===== src/core/ocd_pkg.sv =====
// Constants for the oscillator and protection configuration decoder.
// Assumes nothing beyond a SystemVerilog compiler.
package ocd_pkg;
	// ==========================================================
	// Register offsets (chosen, APB byte addresses)
	localparam logic [7:0] OFS_OSC_SEL = 8'h00;
	localparam logic [7:0] OFS_PROT = 8'h04;
	localparam logic [7:0] OFS_STATUS = 8'h08;
	localparam logic [7:0] OFS_RELOAD = 8'h0c;
	// ==========================================================
	// Field positions in the oscillator-selection word, and CP_BIT in the protection word
	localparam int SWM_HI = 15;
	localparam int SWM_LO = 14;
	localparam int SEC_XTAL_BIT = 12;
	localparam int CLOCK_OUTPUT_PIN_FN_BIT = 10;
	localparam int PRIMARY_OSCILLATOR_HI = 9;
	localparam int PRIMARY_OSCILLATOR_LO = 8;
	localparam int TWO_SPEED_BIT = 7;
	localparam int SEC_EN_BIT = 6;
	localparam int PLL_REF_BIT = 4;
	localparam int SRC_HI = 2;
	localparam int SRC_LO = 0;
	localparam int CP_BIT = 31;
	// ==========================================================
	// Reset values: an erased part reads all ones
	localparam logic [31:0] OSC_SEL_RESET = 32'hffffffff;
	localparam logic [31:0] PROT_RESET = 32'hffffffff;
	// Reserved ones expected in each word
	localparam logic [31:0] OSC_RSVD_MASK = 32'hffff2828;
	localparam logic [31:0] PROT_RSVD_MASK = 32'h7fffffff;
	// ==========================================================
	// Encodings
	localparam logic [1:0] PRIMARY_OSCILLATOR_EC = 2'h0;
	localparam logic [1:0] PRIMARY_OSCILLATOR_XT = 2'h1;
	localparam logic [1:0] PRIMARY_OSCILLATOR_HS = 2'h2;
	localparam logic [1:0] PRIMARY_OSCILLATOR_OFF = 2'h3;
	localparam logic [2:0] SRC_FRC_DIV = 3'h0;
	localparam logic [2:0] SRC_PLL = 3'h1;
	localparam logic [2:0] SRC_PRIMARY_OSCILLATOR = 3'h2;
	localparam logic [2:0] SRC_RSVD = 3'h3;
	localparam logic [2:0] SRC_SECONDARY_OSCILLATOR = 3'h4;
	localparam logic [2:0] SRC_LOW_POWER_INTERNAL_RC = 3'h5;
	// Timing: load sequence length, not referenced; OCD_LOAD runs three cycles
	localparam int LOAD_CYCLES = 2;
	typedef enum logic [1:0] {OCD_IDLE, OCD_LOAD, OCD_HOLD} ocd_state_e;
endpackage


===== src/core/ocd_word_store.sv =====
// Small memory holding the two configuration words, read data registered.
// Assumes writes come only from the programming port.
`timescale 1ns/10ps
module ocd_word_store #(
	parameter int WORDS = 2,
	parameter int WIDTH = 32
) (
	// Clock and reset
	input wire logic clk,
	input wire logic nrst,
	// Write port
	input wire logic wr_en,
	input wire logic [$clog2(WORDS)-1:0] wr_addr,
	input wire logic [WIDTH-1:0] wr_data,
	// Read port
	input wire logic [$clog2(WORDS)-1:0] rd_addr,
	output logic [WIDTH-1:0] rd_data
);
	logic [WIDTH-1:0] mem_r [WORDS];

	always_ff @(posedge clk) begin
		if (!nrst) begin
			for (int i = 0; i < WORDS; i++) begin
				mem_r[i] <= '1;
			end
		end else if (wr_en) begin
			mem_r[wr_addr] <= wr_data;
		end
	end

	always_ff @(posedge clk) begin
		if (!nrst) begin
			rd_data <= '1;
		end else begin
			rd_data <= mem_r[rd_addr];
		end
	end
endmodule


===== src/core/ocd_top.sv =====
// Oscillator and code-protection configuration decoder.
// Assumes a programmer port loads the words and APB reads them back.
//
// Decided for this implementation: the address map and register access over APB.
`timescale 1ns/10ps
module ocd_top (
	// Clock and reset
	input wire logic clk,
	input wire logic nrst,
	// Programmer port (same clock domain)
	input wire logic prog_we,
	input wire logic prog_sel,
	input wire logic [31:0] prog_data,
	// APB slave
	input wire logic psel,
	input wire logic penable,
	input wire logic pwrite,
	input wire logic [7:0] paddr,
	input wire logic [31:0] pwdata,
	output logic [31:0] prdata,
	output logic pready,
	output logic pslverr,
	// Decoded clock settings
	output logic clk_switch_en,
	output logic fail_safe_en,
	output logic sec_pins_crystal,
	output logic sec_ext_clock,
	output logic clock_output_pin_en,
	output logic [1:0] primary_osc_mode,
	output logic two_speed_startup_en,
	output logic secondary_osc_enable,
	output logic pll_ref_fast_rc,
	output logic [2:0] reset_clock_source,
	// Decoded protection and status
	output logic code_protect_active,
	output logic settings_valid
);
	// ==========================================================
	// Word store and load sequence
	ocd_pkg::ocd_state_e state_r;
	logic rd_idx_r;
	logic [1:0] cnt_r;
	logic [31:0] word_rd;
	logic [31:0] osc_r;
	logic [31:0] prot_r;
	logic reload_r;
	logic apb_go;
	logic decode_en;
	logic osc_rsvd_ok_r;
	logic prot_rsvd_ok_r;
	logic src_rsvd_r;

	ocd_word_store #(.WORDS(2), .WIDTH(32)) u_store (
		.clk(clk),
		.nrst(nrst),
		.wr_en(prog_we),
		.wr_addr(prog_sel),
		.wr_data(prog_data),
		.rd_addr(rd_idx_r),
		.rd_data(word_rd)
	);

	assign apb_go = psel && penable && pready;
	assign decode_en = state_r == ocd_pkg::OCD_HOLD;

	// The load runs right after reset release; a software reload request stands
	// in for a device reset and is the only other way the latched copy changes.
	always_ff @(posedge clk) begin
		if (!nrst) begin
			state_r <= ocd_pkg::OCD_LOAD;
			rd_idx_r <= 1'b0;
			cnt_r <= 2'h0;
			osc_r <= ocd_pkg::OSC_SEL_RESET;
			prot_r <= ocd_pkg::PROT_RESET;
		end else begin
			case (state_r)
				ocd_pkg::OCD_IDLE: begin
					if (reload_r) begin
						state_r <= ocd_pkg::OCD_LOAD;
						rd_idx_r <= 1'b0;
						cnt_r <= 2'h0;
					end
				end
				ocd_pkg::OCD_LOAD: begin
					cnt_r <= cnt_r + 2'h1;
					if (cnt_r == 2'h0) begin
						rd_idx_r <= 1'b1;
					end else if (cnt_r == 2'h1) begin
						osc_r <= word_rd;
					end else begin
						prot_r <= word_rd;
						state_r <= ocd_pkg::OCD_HOLD;
					end
				end
				ocd_pkg::OCD_HOLD: begin
					state_r <= ocd_pkg::OCD_IDLE;
				end
				default: begin
					state_r <= ocd_pkg::OCD_IDLE;
				end
			endcase
		end
	end

	// ==========================================================
	// Decode of the latched words
	// Every concern has its own register block, but all of them load in the single hold cycle,
	// so the outputs change together and then stay put until the next load.
	always_ff @(posedge clk) begin
		if (!nrst) begin
			clk_switch_en <= 1'b0;
			fail_safe_en <= 1'b0;
		end else if (decode_en) begin
			clk_switch_en <= osc_r[ocd_pkg::SWM_LO];
			fail_safe_en <= osc_r[ocd_pkg::SWM_HI];
		end
	end

	// The two pin owners are complementary once decoded, so exactly one of them then holds the pins; reset clears both.
	always_ff @(posedge clk) begin
		if (!nrst) begin
			sec_pins_crystal <= 1'b0;
			sec_ext_clock <= 1'b0;
		end else if (decode_en) begin
			sec_pins_crystal <= osc_r[ocd_pkg::SEC_XTAL_BIT];
			sec_ext_clock <= !osc_r[ocd_pkg::SEC_XTAL_BIT];
		end
	end

	// ==========================================================
	// Clock output and primary oscillator
	// The enable is the inverse of the stored bit, so an erased part keeps the pin as plain I/O.
	always_ff @(posedge clk) begin
		if (!nrst) begin
			clock_output_pin_en <= 1'b0;
		end else if (decode_en) begin
			clock_output_pin_en <= !osc_r[ocd_pkg::CLOCK_OUTPUT_PIN_FN_BIT];
		end
	end

	always_ff @(posedge clk) begin
		if (!nrst) begin
			primary_osc_mode <= ocd_pkg::PRIMARY_OSCILLATOR_OFF;
		end else if (decode_en) begin
			primary_osc_mode <= osc_r[ocd_pkg::PRIMARY_OSCILLATOR_HI:ocd_pkg::PRIMARY_OSCILLATOR_LO];
		end
	end

	// ==========================================================
	// Start-up, secondary oscillator and PLL reference
	always_ff @(posedge clk) begin
		if (!nrst) begin
			two_speed_startup_en <= 1'b0;
		end else if (decode_en) begin
			two_speed_startup_en <= osc_r[ocd_pkg::TWO_SPEED_BIT];
		end
	end

	always_ff @(posedge clk) begin
		if (!nrst) begin
			secondary_osc_enable <= 1'b0;
		end else if (decode_en) begin
			secondary_osc_enable <= osc_r[ocd_pkg::SEC_EN_BIT];
		end
	end

	always_ff @(posedge clk) begin
		if (!nrst) begin
			pll_ref_fast_rc <= 1'b1;
		end else if (decode_en) begin
			pll_ref_fast_rc <= osc_r[ocd_pkg::PLL_REF_BIT];
		end
	end

	// ==========================================================
	// Reset clock source and protection
	always_ff @(posedge clk) begin
		if (!nrst) begin
			reset_clock_source <= ocd_pkg::SRC_FRC_DIV;
		end else if (decode_en) begin
			case (osc_r[ocd_pkg::SRC_HI:ocd_pkg::SRC_LO])
				ocd_pkg::SRC_PLL, ocd_pkg::SRC_PRIMARY_OSCILLATOR, ocd_pkg::SRC_SECONDARY_OSCILLATOR, ocd_pkg::SRC_LOW_POWER_INTERNAL_RC: begin
					reset_clock_source <= osc_r[ocd_pkg::SRC_HI:ocd_pkg::SRC_LO];
				end
				// A reserved 011 is undefined; it falls back to the safe fast RC.
				default: begin
					reset_clock_source <= ocd_pkg::SRC_FRC_DIV;
				end
			endcase
		end
	end

	always_ff @(posedge clk) begin
		if (!nrst) begin
			code_protect_active <= 1'b0;
		end else if (decode_en) begin
			code_protect_active <= !prot_r[ocd_pkg::CP_BIT];
		end
	end

	// Valid drops at the end of the first OCD_LOAD cycle, so software can tell stale settings from fresh ones.
	always_ff @(posedge clk) begin
		if (!nrst) begin
			settings_valid <= 1'b0;
		end else if (decode_en) begin
			settings_valid <= 1'b1;
		end else if (state_r == ocd_pkg::OCD_LOAD) begin
			settings_valid <= 1'b0;
		end
	end

	// ==========================================================
	// Status flags
	// Flags are taken in the same hold cycle as the outputs, so a read never mixes two loads.
	always_ff @(posedge clk) begin
		if (!nrst) begin
			osc_rsvd_ok_r <= 1'b1;
			prot_rsvd_ok_r <= 1'b1;
			src_rsvd_r <= 1'b0;
		end else if (decode_en) begin
			osc_rsvd_ok_r <= (osc_r & ocd_pkg::OSC_RSVD_MASK) == ocd_pkg::OSC_RSVD_MASK;
			prot_rsvd_ok_r <= (prot_r & ocd_pkg::PROT_RSVD_MASK) == ocd_pkg::PROT_RSVD_MASK;
			src_rsvd_r <= osc_r[ocd_pkg::SRC_HI:ocd_pkg::SRC_LO] == ocd_pkg::SRC_RSVD;
		end
	end

	// ==========================================================
	// APB slave, zero wait state
	always_ff @(posedge clk) begin
		if (!nrst) begin
			pready <= 1'b0;
		end else begin
			pready <= psel && !penable;
		end
	end

	always_ff @(posedge clk) begin
		if (!nrst) begin
			reload_r <= 1'b0;
		end else begin
			reload_r <= apb_go && pwrite && paddr == ocd_pkg::OFS_RELOAD && pwdata[0];
		end
	end

	// Read data is registered in the setup cycle and stands through the access cycle.
	always_ff @(posedge clk) begin
		if (!nrst) begin
			prdata <= 32'h00000000;
		end else if (psel && !penable) begin
			case (paddr)
				ocd_pkg::OFS_OSC_SEL: begin
					prdata <= osc_r;
				end
				ocd_pkg::OFS_PROT: begin
					prdata <= prot_r;
				end
				ocd_pkg::OFS_STATUS: begin
					// Reserved-bit check flags a word the programmer left malformed.
					prdata <= {28'h0000000, prot_rsvd_ok_r, osc_rsvd_ok_r, src_rsvd_r, settings_valid};
				end
				// Reload reads and unmapped offsets return zero.
				default: begin
					prdata <= 32'h00000000;
				end
			endcase
		end
	end

	// ==========================================================
	// APB error response
	// Only the reload word is writable, and it cannot be read back.
	always_ff @(posedge clk) begin
		if (!nrst) begin
			pslverr <= 1'b0;
		end else if (psel && !penable) begin
			case (paddr)
				ocd_pkg::OFS_OSC_SEL, ocd_pkg::OFS_PROT, ocd_pkg::OFS_STATUS: begin
					pslverr <= pwrite;
				end
				ocd_pkg::OFS_RELOAD: begin
					pslverr <= !pwrite;
				end
				default: begin
					pslverr <= 1'b1;
				end
			endcase
		end
	end
endmodule


===== config.mk =====
export PLATFORM = sky130hd
export DESIGN_NAME = ocd_top
export DESIGN_NICKNAME = d
export VERILOG_FILES = /design/src/core/ocd_pkg.sv /design/src/core/ocd_word_store.sv /design/src/core/ocd_top.sv
export SDC_FILE = /design/constraint.sdc
export NUM_CORES = 1
export LEC_CHECK = 0
export ABC_AREA = 1
export BUFFER_PORTS_ARGS = -buffer_cell sky130_fd_sc_hd__buf_2
export CAP_MARGIN = 30
export CORE_MARGIN = 4
export CORE_UTILIZATION = 63
export CTS_BUF_LIST = sky130_fd_sc_hd__clkbuf_4 sky130_fd_sc_hd__clkbuf_8
export DETAILED_ROUTE_END_ITERATION = 8
export PLACE_DENSITY = 0.87
export SLEW_MARGIN = 10
export SYNTH_ARGS = -nofsm -noshare
export SYNTH_HDL_FRONTEND = slang
export SYNTH_SLANG_ARGS = --single-unit

===== constraint.sdc =====
create_clock -name clk -period 7.5 [get_ports clk]
set_input_delay 0 -clock clk [delete_from_list [all_inputs] [get_ports clk]]
set_output_delay 0 -clock clk [all_outputs]
set_load 0.05 [all_outputs]

**Yosys cells after proc, flatten, opt, wreduce, memory -nomap -nowiden**

Memories as Yosys holds them, arrays and structs flattened. A register that Yosys moved wholly into a read port is not among the register bits.
Cells that the tools add are included.

- Register bits after elaboration: 122
- Input bits: 79
- Logic and storage cells: 91
- Memory bits (writable): 64
- Output and inout bits: 49
- Memories: 1

Memories:

| memory | words | bits a word | rd ports | clocked after memory_dff | write ports | RTL line | source |
|---|---|---|---|---|---|---|---|
| u_store.mem_r | 2 | 32 | 1 | 1 | 2 | ocd_word_store.sv:19 | `logic [WIDTH-1:0] mem_r [WORDS];` |

- Bitwise logic cells: 2
- Muxes and demuxes: 21
- Reductions and logical operators: 25
- Add/sub/neg operators: 1
- Equal/unequal tests: 17

Operator list:

| cell | number |
|---|---|
| $pmux W32 S3 | 1 |
| $mux W32 | 1 |
| $reduce_or A32 Y1 | 1 |
| $eq A31 B31 Y1 const B | 1 |
| $eq A20 B20 Y1 const B | 1 |
| $eq A8 B4 Y1 const B | 2 |
| $reduce_and A3 Y1 | 4 |
| $mux W1 | 10 |
| $eq A8 B3 Y1 const B | 1 |
| $logic_not A8 Y1 | 1 |
| $mux W2 | 4 |
| $ne A2 B2 Y1 const B | 4 |
| $pmux W2 S2 | 2 |
| $eq A3 B2 Y1 const B | 2 |
| $eq A3 B3 Y1 const B | 2 |
| $logic_and A1 B1 Y1 | 6 |
| $logic_not A1 Y1 | 6 |
| $eq A2 B1 Y1 const B | 2 |
| $logic_not A2 Y1 | 2 |
| $pmux W1 S2 | 2 |
| $reduce_bool A2 Y1 | 2 |
| $reduce_or A4 Y1 | 1 |
| $eq A3 B1 Y1 const B | 1 |
| $mux W3 | 1 |
| 5 further kinds | 6 |

**Depth between registers and ports, before layout**

- Word-level depth: 5
- Mapped depth: 8
- Depth with buffers taken out: 8

**Cells and area by module**

From an unflattened synthesis, not the netlist that was laid out.

- Cell total of the unflattened synthesis: 1,008
- Area total of the unflattened synthesis: 8,896.0 um^2

By module, submodules not included:

| module | instances | sequential area each (um^2) | cells each | area an instance (um^2) |
|---|---|---|---|---|
| ocd_top | 1 | 2,442.3 | 687 | 5,243.8 |
| ocd_word_store | 1 | 2,562.5 | 321 | 3,652.3 |

**Worst setup path after synthesis**

Ideal clock, no wire load.

- Path type: input-to-reg
- Start point: input prog_we
- End point: memory u_store.mem_r[1][0] (enable)
- Buffers on the path: 0
- Setup time: 466 ps
- Setup slack: 4,674 ps
- Stages: 2
- Required time: 7,034 ps
- Arrival time: 2,360 ps
- Cell sequence: inv_1 o21ai_0

RTL lines:

| element | RTL line | source |
|---|---|---|
| from (decl) | ocd_top.sv:11 | `input wire logic prog_we,` |
| to (decl) | ocd_word_store.sv:19 |  |

**Final worst setup path**

- Start point: register state_r[1]
- End point: register osc_r[14]

- Cells in the longest elaborated chain, start to end: 2

Ends and longest elaborated chain:

| element | RTL line | source |
|---|---|---|
| from (decl) | ocd_top.sv:40 | `ocd_pkg::ocd_state_e state_r;` |
| from (signal assigned) | ocd_top.sv:70 | `state_r <= ocd_pkg::OCD_LOAD;` |
| from (signal assigned) | ocd_top.sv:79 | `state_r <= ocd_pkg::OCD_LOAD;` |
| from (signal assigned) | ocd_top.sv:92 | `state_r <= ocd_pkg::OCD_HOLD;` |
| $eq A2 B1 Y1 | ocd_top.sv:76 | `case (state_r)` |
| $reduce_and A3 Y1 (no line) | - |  |
| to (signal assigned) | ocd_top.sv:73 | `osc_r <= ocd_pkg::OSC_SEL_RESET;` |
| to (signal assigned) | ocd_top.sv:89 | `osc_r <= word_rd;` |
| to (decl) | ocd_top.sv:44 | `logic [31:0] osc_r;` |

No other way between the ends.
A chain may end at the register's enable or synchronous reset.

==> results by group <==
Timing
  • Slew HR: 0.470
  • Final period util: 0.278
  • Setup ws final: 5420 ps
  • Clock skew: between 8 and 9 ps
  • Slew @ Worst Pin: ~800 ps
  • Min Hold Slack: roughly 32 ps
  • Setup TNS: 0 ps
  • Final setup violation count: 0
  • Unrepaired setup endpoints after global routing: false
  • Post-layout minimum cycle time: between 2000 and 2500 ps
  • Max Clk Rate: 480 MHz
  • Max-slew violation count: 0
  • Final hold violations: 0

Placed design
  • Gpl congestion: ~0.8
  • Detailed Place HPWL: approximately 11000 um
  • PortBufs: 96
  • Placed cell area: approximately 0.0092 mm2
  • Worst slack, placed: 5270 ps

Routing
  • Vias: 6857
  • WL/cell: between 10 and 15 um
  • DR vias/cell: 5.21
  • WL final: 17800 um
  • First DRT Iteration DRCs: between 400 and 500
  • Post-DRT Antenna Nets: 0
  • Drc violations: 0
  • Detailed Routing Iterations Pass 1: 5

CTS
  • CTS Buffer Depth: 3
  • Total CTS buffers: 34
  • Max H-tree Level: 2
  • Clock Latency Late Sink: roughly 500 ps
  • CTS Sinks: 218
  • CTS tree: done
  • Clock slew at reported path FFs: 60 ps
  • Post-CTS Setup Inserts: 0
  • CTS Root Cell: clkbuf_8

Floorplan
  • Die area: about 0.016 mm2
  • DIE WIDTH: about 120 um
  • I/O Pins: between 100 and 150
  • Std-Cell Core Area: between 0.01 and 0.015 mm2
  • Initial Utilization: 0.645
  • Row cnt: 42
  • Die height: 125 um

Finish
  • Layout area overhead: 20.1%
  • # diodes: 0
  • Fin nets: 1202
  • Finished layout cell area: 0.0103 mm2
  • Share of cells above drive strength 1: 0.195
  • Commonest non-fill, non-tap cell in the layout: nand2_1
  • # fillers: ~860
  • Most frequent cells in the layout: nand2_1 (364), dfxtp_1 (154), buf_2 (95)

Global route
  • Wire length of the first global-routing pass: 29600 um
  • Total gr overflow: 0
  • Pin count of the biggest net entering global routing: between 60 and 70
  • GRT Resource Usage Total: 0.225
  • Antenna violations before repair: 0
  • Vias in the first global route: 6339

Synthesis
  • YS warnings: 0
  • Synth top area cells: dfxtp_1 (36%), edfxtp_1 (22%), nand2_1 (16%)
  • Mapped Cells: 990
  • Netlist cell types: 33
  • Net Count, Synth: 1076
  • Mapped cell area: 0.00858 mm2
  • Synth Register Bits: ~220
  • Yosys top cell area share: 0.359
  • Sequential share of the synthesized area: 0.583
  • Dominant cell type by area after synthesis: dfxtp_1
  • Syn Area/Cell: 8.66 um2

Run
  • Max Cap Viol: 0

Power
  • Worst VDD drop: between 0.00015 and 0.0002 V
  • Leak: around 4.7 nW
  • Power Dens Cells: around 340 mW/mm2

Setup path
  • CP Max Fanout: 31
  • Setup CP Type: reg2reg
  • CP Capture Type: flip-flop
  • Startpoint types: flip-flop
  • Crit path DAT: 2430 ps
  • WP data required: 7840 ps
  • R2R depth: 8

Status
  • Outcome: completed

Worst hold path
  • WHS Path Cells: 2
  • Hold crit path type: in2reg
[Yosys cell counts]
cell / count
clkinv_1: 1
or2_2: 1
nor2_2: 1
inv_1: 84
o21ai_0: 12
a21oi_2: 20
inv_2: 3
clkbuf_1: 31
nor2_4: 1
nor4_1: 1
nor3_2: 1
nand2_2: 1
nor2_1: 26
buf_4: 1
clkbuf_4: 2
o2111ai_1: 1
o21ai_1: 6
nor2_8: 1
buf_6: 2
a21oi_1: 29
o211ai_1: 30
nand2_4: 1
dfxtp_1: 154
ha_1: 7
buf_2: 17
a211oi_1: 1
nand3_1: 91
nor3_1: 6
buf_1: 3
o21ai_2: 20
nand4_1: 7
edfxtp_1: 64
nand2_1: 364
[cell type report]
type / instances / area [um2] / share of cell area
clock buffer: 56 / 683 / 0.0663
clock inverter: 4 / 22.5 / 0.00219
inverter: 88 / 330 / 0.0321
multi-input combinational: 628 / 3000 / 0.292
sequential: 218 / 5000 / 0.486
tap: 176 / 220 / 0.0214
timing repair buffer: 146 / 1040 / 0.101
[worst max-delay path, stage by stage, from the launching register on]
cell and delay [ps]:
dfxtp_1 350, inv_1 80, ha_1 200, nand2_1 60, buf_4 340, clkinv_1 450, buf_16 300, nand2_1 70
nand3_1 60
[state kept, by name (all words and copies together) (netlist names), 2 cells and up]
name,count
cnt_r,2
osc_r,32
prdata,32
primary_osc_mode,2
prot_r,32
reset_clock_source,3
state_r,2
u_store.mem_r,64
u_store.rd_data,32
[per-layer routing]
metal | GRT usage | routed length, um
met2 | 0.349 | 8140
met4 | 0.0774 | 364
met1 | 0.318 | 8110
met5 | 0 | 0
met3 | 0.0425 | 1240
[logic make-up after synthesis]
logic type      share of synthesized area
simple gates                        0.241
flops                               0.583
buf+inv                            0.0686
compound gates                     0.0964
fa+ha+maj                          0.0102
[path summary, 6_finish.rpt]
path / startpoint / to / slack [ps]
min: nrst / u_store.rd_data[30] / 30
max reg2reg: state_r[1] / osc_r[14] / 5420
min reg2reg: u_store.mem_r[0][4] / u_store.rd_data[4] / 440
max: state_r[1] / osc_r[14] / 5420
[where the power goes]
part	switching (W)	total (W)	internal, W	leakage [nW]
Sequential	0.000150	0.00162	0.00147	1.88
Combinational	0.000586	0.000892	0.000306	2.40
Clock	0.000423	0.000997	0.000575	0.378
[repair_timing]
item	in CTS	in global routing
gates resized for setup	0	0
endpoints found under the hold margin	66	0
hold buffers	37	0
endpoints found under the setup margin	0	0
[stage by stage]
step | util | total power [W] | cells
2_1_floorplan | - | 0.00226 | 990
3_3_place_gp | 0.685 | 0.00244 | 1214
3_5_place_dp | 0.690 | 0.00249 | 1217
4_1_cts | 0.771 | 0.00351 | 1314
5_1_grt | 0.775 | 0.00372 | 1316
6_report | 0.775 | 0.00351 | 1316
Note: power is estimated with default switching activity, not from simulation.
